File: src/rx_status_pkg.sv
// constants shared by the receive status, slot and clock check logic
// assumes a 32-bit AHB-Lite register bus and one system clock
package rx_status_pkg;
	localparam logic [7:0] OFF_STATUS = 8'h80;
	localparam logic [7:0] OFF_SLOT = 8'h84;
	localparam logic [7:0] OFF_CLKCHK = 8'h88;
	localparam logic [7:0] OFF_IRQ_ENABLE = 8'h90;
	localparam logic [7:0] OFF_FRAME_CFG = 8'h94;

	localparam int BIT_OVERRUN = 0;
	localparam int BIT_EARLY_SYNC = 1;
	localparam int BIT_CLOCK_FAIL = 2;
	localparam int BIT_DMA_ERROR = 7;
	localparam int BIT_ANY_ERROR = 8;

	localparam int CNT_LSB = 24;
	localparam int MAX_LSB = 16;
	localparam int MIN_LSB = 8;
	localparam int PS_LSB = 0;

	localparam logic [7:0] RESET_BOUND = 8'h00;
	localparam logic [3:0] RESET_PRESCALE = 4'h0;
	localparam logic [9:0] RESET_LAST_SLOT = 10'h000;
	localparam logic [31:0] RESET_WORD = 32'h0000_0000;

	localparam int WINDOW_EDGES = 32;
	localparam logic [9:0] SLOT_MAX = 10'h17f;
	localparam logic [3:0] PRESCALE_MAX = 4'h8;
	localparam logic [7:0] COUNT_SAT = 8'hff;

	typedef enum logic [1:0] {
		BUS_IDLE,
		BUS_WRITE,
		BUS_READ
	} bus_phase_t;
endpackage

File: src/rx_clock_checker.sv
// receive clock failure detector: prescaled system clocks per window
// assumes masterClk is a level already synchronous to clk
`timescale 1ns/1ns
module rx_clock_checker
	import rx_status_pkg::*;
(
	input wire logic clk,
	input wire logic sys_rst,
	input wire logic masterClk,
	input wire logic [3:0] prescaler,
	input wire logic [7:0] lowerBound,
	input wire logic [7:0] upperBound,
	output logic [7:0] measuredCount,
	output logic clockFail
);
	logic masterPrev;
	logic [7:0] preCount;
	logic [7:0] tickCount;
	logic [5:0] edgeCount;
	logic masterRise;
	logic preTick;
	logic windowEnd;

	function automatic logic [7:0] prescaleMask(input logic [3:0] code);
		logic [3:0] n;
		n = (code > PRESCALE_MAX) ? PRESCALE_MAX : code;
		prescaleMask = 8'((9'h001 << n) - 9'h001);
	endfunction

	assign masterRise = masterClk & ~masterPrev;
	assign preTick = (preCount & prescaleMask(prescaler))
		== prescaleMask(prescaler);
	assign windowEnd = masterRise && (edgeCount == 6'(WINDOW_EDGES - 1));

	always_ff @(posedge clk or posedge sys_rst) begin
		if (sys_rst) begin
			masterPrev <= 1'b0;
		end else begin
			masterPrev <= masterClk;
		end
	end

	// free divider, the mask picks 2^n
	always_ff @(posedge clk or posedge sys_rst) begin
		if (sys_rst) begin
			preCount <= 8'h00;
		end else begin
			preCount <= preCount + 8'h01;
		end
	end

	always_ff @(posedge clk or posedge sys_rst) begin
		if (sys_rst) begin
			edgeCount <= 6'h00;
			tickCount <= 8'h00;
		end else begin
			if (windowEnd) begin
				edgeCount <= 6'h00;
				tickCount <= 8'h00;
			end else begin
				if (masterRise) begin
					edgeCount <= edgeCount + 6'h01;
				end
				if (preTick && tickCount != COUNT_SAT) begin
					tickCount <= tickCount + 8'h01;
				end
			end
		end
	end

	always_ff @(posedge clk or posedge sys_rst) begin
		if (sys_rst) begin
			measuredCount <= RESET_BOUND;
			clockFail <= 1'b0;
		end else begin
			clockFail <= windowEnd && (tickCount < lowerBound
				|| tickCount > upperBound);
			if (windowEnd) begin
				measuredCount <= tickCount;
			end
		end
	end
endmodule

File: src/rx_slot_tracker.sv
// current receive slot counter and early frame sync detection
// assumes frameSync and slotTick are one-cycle pulses on clk
`timescale 1ns/1ns
module rx_slot_tracker
	import rx_status_pkg::*;
(
	input wire logic clk,
	input wire logic sys_rst,
	input wire logic frameSync,
	input wire logic slotTick,
	input wire logic [9:0] lastSlot,
	output logic [9:0] currentSlot,
	output logic earlySync
);
	logic inFrame;
	logic [9:0] limit;

	assign limit = (lastSlot > SLOT_MAX) ? SLOT_MAX : lastSlot;

	always_ff @(posedge clk or posedge sys_rst) begin
		if (sys_rst) begin
			currentSlot <= 10'h000;
			inFrame <= 1'b0;
		end else if (frameSync) begin
			currentSlot <= 10'h000;
			inFrame <= 1'b1;
		end else if (slotTick) begin
			// wraps at the frame end, never above 383
			if (currentSlot >= limit) begin
				currentSlot <= 10'h000;
			end else begin
				currentSlot <= currentSlot + 10'h001;
			end
		end
	end

	// sync before the last slot of a running frame
	always_ff @(posedge clk or posedge sys_rst) begin
		if (sys_rst) begin
			earlySync <= 1'b0;
		end else begin
			earlySync <= frameSync && inFrame && currentSlot != limit;
		end
	end
endmodule

File: src/rx_status_slot_clock_check.sv
// receive status flags, slot register and clock check control over AHB-Lite
// assumes one system clock; event inputs are one-cycle pulses on clk
`timescale 1ns/1ns
module rx_status_slot_clock_check
	import rx_status_pkg::*;
(
	input wire logic clk,
	input wire logic sys_rst,
	input wire logic hsel,
	input wire logic [31:0] haddr,
	input wire logic [1:0] htrans,
	input wire logic hwrite,
	input wire logic [2:0] hsize,
	input wire logic [31:0] hwdata,
	input wire logic hready,
	output logic hreadyout,
	output logic hresp,
	output logic [31:0] hrdata,
	input wire logic rxHighFreqMasterClock,
	input wire logic rxFrameSync,
	input wire logic rxSlotTick,
	input wire logic shiftToBuffer,
	input wire logic bufferRead,
	input wire logic rxDmaErrorEvent,
	output logic rxInterrupt,
	output logic [9:0] rxCurrentSlotField,
	output logic bufferFull
);
	bus_phase_t phase;
	logic [7:0] phaseAddr;
	logic rxOverrunFlag;
	logic rxEarlySyncFlag;
	logic rxClockFailFlag;
	logic rxDmaErrorFlag;
	logic [31:0] rxInterruptEnables;
	logic [7:0] rxCountLowerBound;
	logic [7:0] rxCountUpperBound;
	logic [3:0] rxCheckPrescaler;
	logic [9:0] frameLastSlot;
	logic [7:0] rxMeasuredCount;
	logic clockFailEvent;
	logic earlySyncEvent;
	logic overrunEvent;
	logic [9:0] currentSlot;
	logic addrTaken;
	logic wrEn;
	logic [31:0] statusWord;
	logic [31:0] next_hrdata;

	function automatic logic clearHit(input logic en, input logic [7:0] a,
		input logic [31:0] d, input int b);
		clearHit = en && a == OFF_STATUS && d[b];
	endfunction

	function automatic logic nextFlag(input logic cur, input logic set,
		input logic clr);
		// set wins over a clear in the same cycle
		nextFlag = set | (cur & ~clr);
	endfunction

	rx_clock_checker i_rx_clock_checker (
		.clk(clk),
		.sys_rst(sys_rst),
		.masterClk(rxHighFreqMasterClock),
		.prescaler(rxCheckPrescaler),
		.lowerBound(rxCountLowerBound),
		.upperBound(rxCountUpperBound),
		.measuredCount(rxMeasuredCount),
		.clockFail(clockFailEvent)
	);

	rx_slot_tracker slots (
		.clk(clk),
		.sys_rst(sys_rst),
		.frameSync(rxFrameSync),
		.slotTick(rxSlotTick),
		.lastSlot(frameLastSlot),
		.currentSlot(currentSlot),
		.earlySync(earlySyncEvent)
	);

	assign addrTaken = hsel && hready && htrans[1];
	assign wrEn = (phase == BUS_WRITE);
	assign overrunEvent = shiftToBuffer && bufferFull && !bufferRead;

	always_comb begin
		statusWord = RESET_WORD;
		statusWord[BIT_OVERRUN] = rxOverrunFlag;
		statusWord[BIT_EARLY_SYNC] = rxEarlySyncFlag;
		statusWord[BIT_CLOCK_FAIL] = rxClockFailFlag;
		statusWord[BIT_DMA_ERROR] = rxDmaErrorFlag;
		statusWord[BIT_ANY_ERROR] = rxOverrunFlag | rxEarlySyncFlag
			| rxClockFailFlag | rxDmaErrorFlag;
	end

	always_comb begin
		next_hrdata = RESET_WORD;
		case (haddr[7:0])
			OFF_STATUS: begin
				next_hrdata = statusWord;
			end
			OFF_SLOT: begin
				next_hrdata = {22'h00_0000, currentSlot};
			end
			OFF_CLKCHK: begin
				next_hrdata[CNT_LSB +: 8] = rxMeasuredCount;
				next_hrdata[MAX_LSB +: 8] = rxCountUpperBound;
				next_hrdata[MIN_LSB +: 8] = rxCountLowerBound;
				next_hrdata[PS_LSB +: 4] = rxCheckPrescaler;
			end
			OFF_IRQ_ENABLE: begin
				next_hrdata = rxInterruptEnables;
			end
			OFF_FRAME_CFG: begin
				next_hrdata = {22'h00_0000, frameLastSlot};
			end
			default: begin
				next_hrdata = RESET_WORD;
			end
		endcase
	end

	// bus phase tracking, zero wait states
	always_ff @(posedge clk or posedge sys_rst) begin
		if (sys_rst) begin
			phase <= BUS_IDLE;
			phaseAddr <= 8'h00;
		end else if (hready) begin
			if (addrTaken) begin
				phase <= hwrite ? BUS_WRITE : BUS_READ;
				phaseAddr <= haddr[7:0];
			end else begin
				phase <= BUS_IDLE;
			end
		end
	end

	always_ff @(posedge clk or posedge sys_rst) begin
		if (sys_rst) begin
			hreadyout <= 1'b0;
			hresp <= 1'b0;
			hrdata <= RESET_WORD;
		end else begin
			hreadyout <= 1'b1;
			hresp <= 1'b0;
			if (addrTaken && !hwrite) begin
				hrdata <= next_hrdata;
			end
		end
	end

	// software-written configuration
	always_ff @(posedge clk or posedge sys_rst) begin
		if (sys_rst) begin
			rxCountLowerBound <= RESET_BOUND;
			rxCountUpperBound <= RESET_BOUND;
			rxCheckPrescaler <= RESET_PRESCALE;
		end else if (wrEn && phaseAddr == OFF_CLKCHK) begin
			rxCountUpperBound <= hwdata[MAX_LSB +: 8];
			rxCountLowerBound <= hwdata[MIN_LSB +: 8];
			rxCheckPrescaler <= hwdata[PS_LSB +: 4];
		end
	end

	always_ff @(posedge clk or posedge sys_rst) begin
		if (sys_rst) begin
			rxInterruptEnables <= RESET_WORD;
			frameLastSlot <= RESET_LAST_SLOT;
		end else if (wrEn) begin
			if (phaseAddr == OFF_IRQ_ENABLE) begin
				rxInterruptEnables <= RESET_WORD;
				rxInterruptEnables[BIT_OVERRUN] <= hwdata[BIT_OVERRUN];
				rxInterruptEnables[BIT_EARLY_SYNC] <= hwdata[BIT_EARLY_SYNC];
				rxInterruptEnables[BIT_CLOCK_FAIL] <= hwdata[BIT_CLOCK_FAIL];
				rxInterruptEnables[BIT_DMA_ERROR] <= hwdata[BIT_DMA_ERROR];
			end
			if (phaseAddr == OFF_FRAME_CFG) begin
				frameLastSlot <= hwdata[9:0];
			end
		end
	end

	// holding buffer occupancy for overrun detection
	always_ff @(posedge clk or posedge sys_rst) begin
		if (sys_rst) begin
			bufferFull <= 1'b0;
		end else if (shiftToBuffer) begin
			bufferFull <= 1'b1;
		end else if (bufferRead) begin
			bufferFull <= 1'b0;
		end
	end

	always_ff @(posedge clk or posedge sys_rst) begin
		if (sys_rst) begin
			rxOverrunFlag <= 1'b0;
			rxEarlySyncFlag <= 1'b0;
			rxClockFailFlag <= 1'b0;
			rxDmaErrorFlag <= 1'b0;
		end else begin
			rxOverrunFlag <= nextFlag(rxOverrunFlag, overrunEvent,
				clearHit(wrEn, phaseAddr, hwdata, BIT_OVERRUN));
			rxEarlySyncFlag <= nextFlag(rxEarlySyncFlag, earlySyncEvent,
				clearHit(wrEn, phaseAddr, hwdata, BIT_EARLY_SYNC));
			rxClockFailFlag <= nextFlag(rxClockFailFlag, clockFailEvent,
				clearHit(wrEn, phaseAddr, hwdata, BIT_CLOCK_FAIL));
			rxDmaErrorFlag <= nextFlag(rxDmaErrorFlag, rxDmaErrorEvent,
				clearHit(wrEn, phaseAddr, hwdata, BIT_DMA_ERROR));
		end
	end

	always_ff @(posedge clk or posedge sys_rst) begin
		if (sys_rst) begin
			rxInterrupt <= 1'b0;
			rxCurrentSlotField <= 10'h000;
		end else begin
			rxInterrupt <= |(statusWord[BIT_DMA_ERROR:0]
				& rxInterruptEnables[BIT_DMA_ERROR:0]);
			rxCurrentSlotField <= currentSlot;
		end
	end
endmodule

File: config.mk
export PLATFORM = sky130hd
export DESIGN_NAME = rx_status_slot_clock_check
export DESIGN_NICKNAME = d
export VERILOG_FILES = /design/src/rx_status_pkg.sv /design/src/rx_clock_checker.sv /design/src/rx_slot_tracker.sv /design/src/rx_status_slot_clock_check.sv
export SDC_FILE = /design/constraint.sdc
export NUM_CORES = 1
export LEC_CHECK = 0
export ABC_AREA = 1
export BUFFER_PORTS_ARGS = -buffer_cell sky130_fd_sc_hd__buf_2
export CAP_MARGIN = 0
export CORE_AREA = 2 2 142 144
export DETAILED_ROUTE_END_ITERATION = 12
export DIE_AREA = 0 0 144 146
export GPL_ROUTABILITY_DRIVEN = 0
export PLACE_DENSITY_LB_ADDON = 0.05
export SETUP_SLACK_MARGIN = 0.02
export SLEW_MARGIN = 20
export SYNTH_ARGS = -nofsm -noshare
export SYNTH_HDL_FRONTEND = slang
export SYNTH_SLANG_ARGS = --single-unit
export TNS_END_PERCENT = 100
File: constraint.sdc
create_clock -name clk -period 4.05 [get_ports clk]
set_clock_uncertainty 0.1 [all_clocks]
set_input_delay 0.405 -clock clk [delete_from_list [all_inputs] [get_ports clk]]
set_output_delay 0.405 -clock clk [all_outputs]
set_load 0.02 [all_outputs]
== Word level (Yosys, flattened, before mapping) ==
Cells that the tools add are included.

* Input bits: 80
* Word-level logic and storage cells: 112
* Register bits: 137
* Output and inout port bits: 46

* Shift-type cells: 1
* Magnitude comparators: 5
* Bitwise logic cells: 19
* Reductions and logical operators: 27
* Equal/unequal tests: 14
* Add/sub/neg operators: 5
* Mux-type cells: 16

{| class="wikitable"
|+ Operators with widths
! cell !! count
|-
| $pmux 24 s4 || 1
|-
| $eq 8x8->1 const B || 9
|-
| $mux 10 || 4
|-
| $pmux 4 s5 || 1
|-
| $add 8x1->8 const B || 2
|-
| $and 8x8->8 || 2
|-
| $logic_and 1x1->1 || 16
|-
| $mux 8 || 2
|-
| $pmux 4 s4 || 1
|-
| $mux 6 || 2
|-
| $add 10x1->10 const B || 1
|-
| $ge 10x10->1 || 1
|-
| $gt 10x9->1 const B || 1
|-
| $ne 10x10->1 || 1
|-
| $eq 8x8->1 || 1
|-
| $gt 8x8->1 || 1
|-
| $lt 8x8->1 || 1
|-
| $ne 8x8->1 const B || 1
|-
| $reduce_bool 2->1 || 4
|-
| $reduce_or 8->1 || 1
|-
| $shl 1x4->8 const A || 1
|-
| $sub 8x1->8 const B || 1
|-
| $or 1x1->1 || 7
|-
| $add 6x1->6 const B || 1
|-
| 11 further kinds || 24
|}

== Longest topological paths before layout ==
* Depth in word-level cells: 9
* Depth in mapped cells: 14
* Gate-level depth less buffers: 14

== Cells and area by module ==
A second synthesis with hierarchy kept.

* Cell total of the unflattened synthesis: 807
* Area total of the unflattened synthesis: 6926.6 sq um

{| class="wikitable"
|+ By module, submodules not included
! module !! cells an instance !! instances !! sequential area each (sq um) !! area an instance (sq um)
|-
| rx_status_slot_clock_check || 408 || 1 || 2327.2 || 3902.5
|-
| rx_clock_checker || 251 || 1 || 800.8 || 2030.7
|-
| rx_slot_tracker || 148 || 1 || 300.3 || 993.5
|}

== Worst setup path before layout ==
No wires, ideal clock.

* Path type: reg-to-reg
* Start point: register frameLastSlot[7]
* End point: register slots.currentSlot[2]
* Required time: 3.884 ns
* Arrival: 1.824 ns
* Clock period less this slack: 1.990 ns
* Path slack: 2.060 ns
* Buffers on the path: 0
* Stages on the path, launching flop included: 12
* Setup time: 0.066 ns
* Path through: dfrtp_1 -> a21oi_1 -> inv_1 -> or2_2 -> ha_1 -> nand2_1 -> nor2_1 -> nand4_1 -> inv_1 -> nor2_1 -> nand3_1 -> nand2_1

* Cells in the longest elaborated chain, start to end: 6

{| class="wikitable"
|+ RTL lines
! element !! line !! text
|-
| from (decl) || rx_status_slot_clock_check.sv:39 || <nowiki>logic [9:0] frameLastSlot;</nowiki>
|-
| from (signal assigned) || rx_status_slot_clock_check.sv:178 || <nowiki>frameLastSlot <= hwdata[9:0];</nowiki>
|-
| $gt 10x9->1 || rx_slot_tracker.sv:18 || <nowiki>assign limit = (lastSlot > SLOT_MAX) ? SLOT_MAX : lastSlot;</nowiki>
|-
| $mux 10 (*) || rx_slot_tracker.sv:18 ||
|-
| $ge 10x10->1 (*) || rx_slot_tracker.sv:29 || <nowiki>if (currentSlot >= limit) begin</nowiki>
|-
| $mux 10 (*) || rx_slot_tracker.sv:29 ||
|-
| $mux 10 (*) || rx_slot_tracker.sv:27 || <nowiki>end else if (slotTick) begin</nowiki>
|-
| $mux 10 (*) || rx_slot_tracker.sv:24 || <nowiki>end else if (frameSync) begin</nowiki>
|-
| to (signal assigned) || rx_slot_tracker.sv:32 || <nowiki>currentSlot <= currentSlot + 10'h001;</nowiki>
|-
| to (decl) || rx_slot_tracker.sv:12 || <nowiki>output logic [9:0] currentSlot,</nowiki>
|}

Every way passes the cells marked *; elsewhere a longest branch is shown, timed or not. The select of a mux whose other input is x is not followed.
A chain may end at the register's enable or synchronous reset.

== Final worst setup path ==
* Start point: register frameLastSlot[7]
* End point: register slots.currentSlot[9]

The elaborated chain is that of the path after synthesis.

==> metrics.csv <==
stage;metric;value;unit
run_status;status;finished, final reports clean;
die;rows;51;
grt;grt_max_degree;81;
grt;antenna_found_initial;0;
setup_path;worst_path_max_delay_cell;dfrtp_1;
die;start_util;34.7;%
die;coreArea;0.0193;sq mm
routing;wl_met1;7600;microns
die;die_w;144;microns
die;dieArea;0.0210;sq mm
setup_path;critPathKind;reg2reg;
routing;vias;5177;
synth;synth_area_per_cell;8.96;sq um
sta;fin_setup_tns;0;ns
cts;clk_path_buf_depth;2;
routing;ant_nets;0;
setup_path;cp-start-kind;register;
layout;nFillCells;1966;
cts;cts_tree;done;
die;ios;126;
cts;ctsResizeCount;0;
routing;viasPerCell;4.61;
setup_path;required;4.31;ns
layout;final_common_cell;nand2_1;
grt;grt_overflow_total;0;
sta;finalMaxSlewViolations;0;
layout;syn_to_final_growth;19.9;%
setup_path;crit_path_end_kind;register;
setup_path;arrival;2.57;ns
sta;fin_crit;2.31;ns
layout;diodes;0;
synth;syn_inst;748;
sta;rsz0062_at_grt;false;
layout;multi_input_area;0.00283;sq mm
grt;grt_usage;16.3;%
routing;finalWirelength;16200;microns
power;powerDensity;427;mW/mm^2
grt;grt_pass1_wl;27000;microns
layout;seq_area;0.00343;sq mm
cts;cts_made_buffers;17;
setup_path;crit_chain;a21oi_1, inv_1, or2_2, ha_1, nand2_1, nor2_1, nand4_1, inv_1, nor2_1, nand3b_1, nand2_1;
grt;first_global_vias;5322;
sta;tightest_slew;0.848;ns
synth;seq_area_frac_synth;51.1;%
layout;fin_nets;954;
sta;setup_violations;0;
cts;cts.htree.levels;4;
synth;yosys_register_bits;137;
layout;mostFrequentLayoutCells;nand2_1, dfrtp_1, buf_2, inv_1, nor2_1;
setup_path;worst_path_largest_cell_delay;0.43;ns
routing;dr.pass1.iters;4;
routing;wl_per_cell;14.4;microns
setup_path;path_buf_inv;2;
layout;final_core_utilization;41.6;%
min_path;hp-class;in2reg;
place;port_buffers;88;
power;peakVddDrop;300;uV
synth;yosys_warnings;0;
place;dp_hpwl;11700;microns
cts;cts_root_buffer;clkbuf_16;
routing;route.detailed.drc;0;
layout;drive_gt1_share;19.5;%
run;maxCapViolCount;0;
die;die_h;146;microns
routing;dr.max_layer_used;met4;
setup_path;critPathMaxFanout;7;
sta;maxSlewHeadroom;43.4;%
sta;max_clock_freq;433;MHz
synth;yosysUniqueCellTypes;37;
cts;clk-insertion-delay-late;0.42;ns
power;p_leak;4.16;nW
cts;cts_sinks;137;
routing;dr_wl_met2;7900;microns
sta;fin_crit_sh;57.0;%
cts;clk_pin_slew_worst_paths;0.06;ns
routing;wl_met3;566;microns
sta;hold_viol_final;0;
synth;netlist_area;0.00671;sq mm
setup_path;critical-path-top-delay-family;simple AND/OR/NAND/NOR gates;
routing;drtIter0Drc;245;
cts;cts_setup_buffers;0;
[state kept, by name, indices dropped and copies added (netlist names), 6 cells and up]
name	count
frameLastSlot	10
hrdata	32
i_rx_clock_checker.edgeCount	6
i_rx_clock_checker.measuredCount	8
i_rx_clock_checker.preCount	8
i_rx_clock_checker.tickCount	8
phaseAddr	8
rxCountLowerBound	8
rxCountUpperBound	8
rxCurrentSlotField	10
slots.currentSlot	10
[power by group]
group | internal, mW | total (mW) | switching [mW] | leakage (nW)
Sequential | 1.47 | 1.55 | 0.0802 | 1.70
Combinational | 0.118 | 0.314 | 0.196 | 2.17
Clock | 0.972 | 1.57 | 0.596 | 0.284
[final timing paths]
path	end	cells after the start	slack (ns)	startpoint
max reg2reg	slots.currentSlot[9]$_DFFE_PP0P_	11	1.74	frameLastSlot[7]$_DFFE_PP0P_
min in group asynchronous	hrdata[28]$_DFFE_PP0P_	3	0.38	sys_rst
max in group asynchronous	slots.currentSlot[1]$_DFFE_PP0P_	4	2.60	sys_rst
min	rxOverrunFlag$_DFF_PP0_	2	0.07	bufferRead
max	slots.currentSlot[9]$_DFFE_PP0P_	11	1.74	frameLastSlot[7]$_DFFE_PP0P_
min reg2reg	rxEarlySyncFlag$_DFF_PP0_	1	0.34	slots.earlySync$_DFF_PP0_
[worst reg2reg max path, cell delays in order, from the launching register on]
cell,delay (ns)
dfrtp_1,0.43
a21oi_1,0.20
inv_1,0.14
or2_2,0.30
ha_1,0.27
nand2_1,0.06
nor2_1,0.04
nand4_1,0.10
inv_1,0.05
nor2_1,0.34
nand3b_1,0.14
nand2_1,0.09
[Yosys cell counts]
cell,n,area (sq um)
o21ai_0,46,230
nand3b_1,5,37.5
dfrtp_1,137,3430
a21oi_2,1,8.76
nor3_4,3,48.8
xor2_1,17,149
clkbuf_1,11,41.3
nand4_1,11,68.8
nor3b_1,1,7.51
ha_1,30,375
nand3_2,1,10.0
o21ai_2,8,70.1
nand2_2,1,6.26
o21bai_1,4,30.0
nand4_2,1,12.5
inv_2,3,11.3
mux2_2,16,180
nand3_1,50,250
buf_4,3,22.5
a21oi_1,19,95.1
nor2_1,56,210
nor4_1,1,6.26
nor3_1,8,40.0
conb_1,2,7.51
nand2_1,186,698
or3_1,1,6.26
nor2_2,1,6.26
or2_2,2,12.5
o31ai_2,3,37.5
xnor2_1,2,17.5
o21a_1,2,15.0
buf_6,5,56.3
nor2_4,2,22.5
inv_1,86,323
o211ai_1,3,22.5
o31ai_1,12,90.1
o22ai_1,8,50.1
[metrics by stage]
step           worst slack, ns  area [sq um]  cells  hold slack [ns]  power (mW)
2_1_floorplan             1.84          6710    749            0.299        1.78
3_3_place_gp              1.74          7410   1088            0.261        1.88
3_5_place_dp              1.72          7410   1088            0.270        1.90
4_1_cts                   1.71          8030   1121         0.000432        3.49
5_1_grt                   1.50          8040   1122           0.0691        3.60
6_report                  1.74          8040   1122           0.0748        3.43
[area by class of cell]
cell class                      instances  area share (%)
Sequential cell                       137            42.7
Clock inverter                         10            1.46
Clock buffer                           22            6.03
Timing Repair Buffer                   95            6.35
Inverter                               89            4.20
Multi-Input combinational cell        504            35.2
Tap cell                              265            4.13
[per-layer routing]
metal	GRT usage, %	vias to the layer above
li1	-	2640
met1	21.1	2445
met2	27.4	86
met3	3.52	6
met4	4.75	0
met5	0	-
[kinds of logic (layout without fill, tap and decap cells)]
group / after synthesis / in the layout / share of synthesized area [%]
AO/OA/AOI/OAI: 106 / 106 / 9.68
XOR/XNOR: 19 / 19 / 2.48
adder cells (fa/ha/maj): 30 / 30 / 5.60
buffers and inverters: 108 / 216 / 6.77
flip-flops: 137 / 137 / 51.1
multiplexers: 16 / 16 / 2.69
other: 2 / 3 / 0.112
AND/OR/NAND/NOR: 330 / 330 / 21.5
[what timing repair did]
item | 4_1_cts | 5_1_grt
hold endpoints to repair | 9 | 1
setup endpoints to repair | 0 | 0
hold buffers | 1 | 1
No activity file was read; power rests on OpenSTA's default activity.
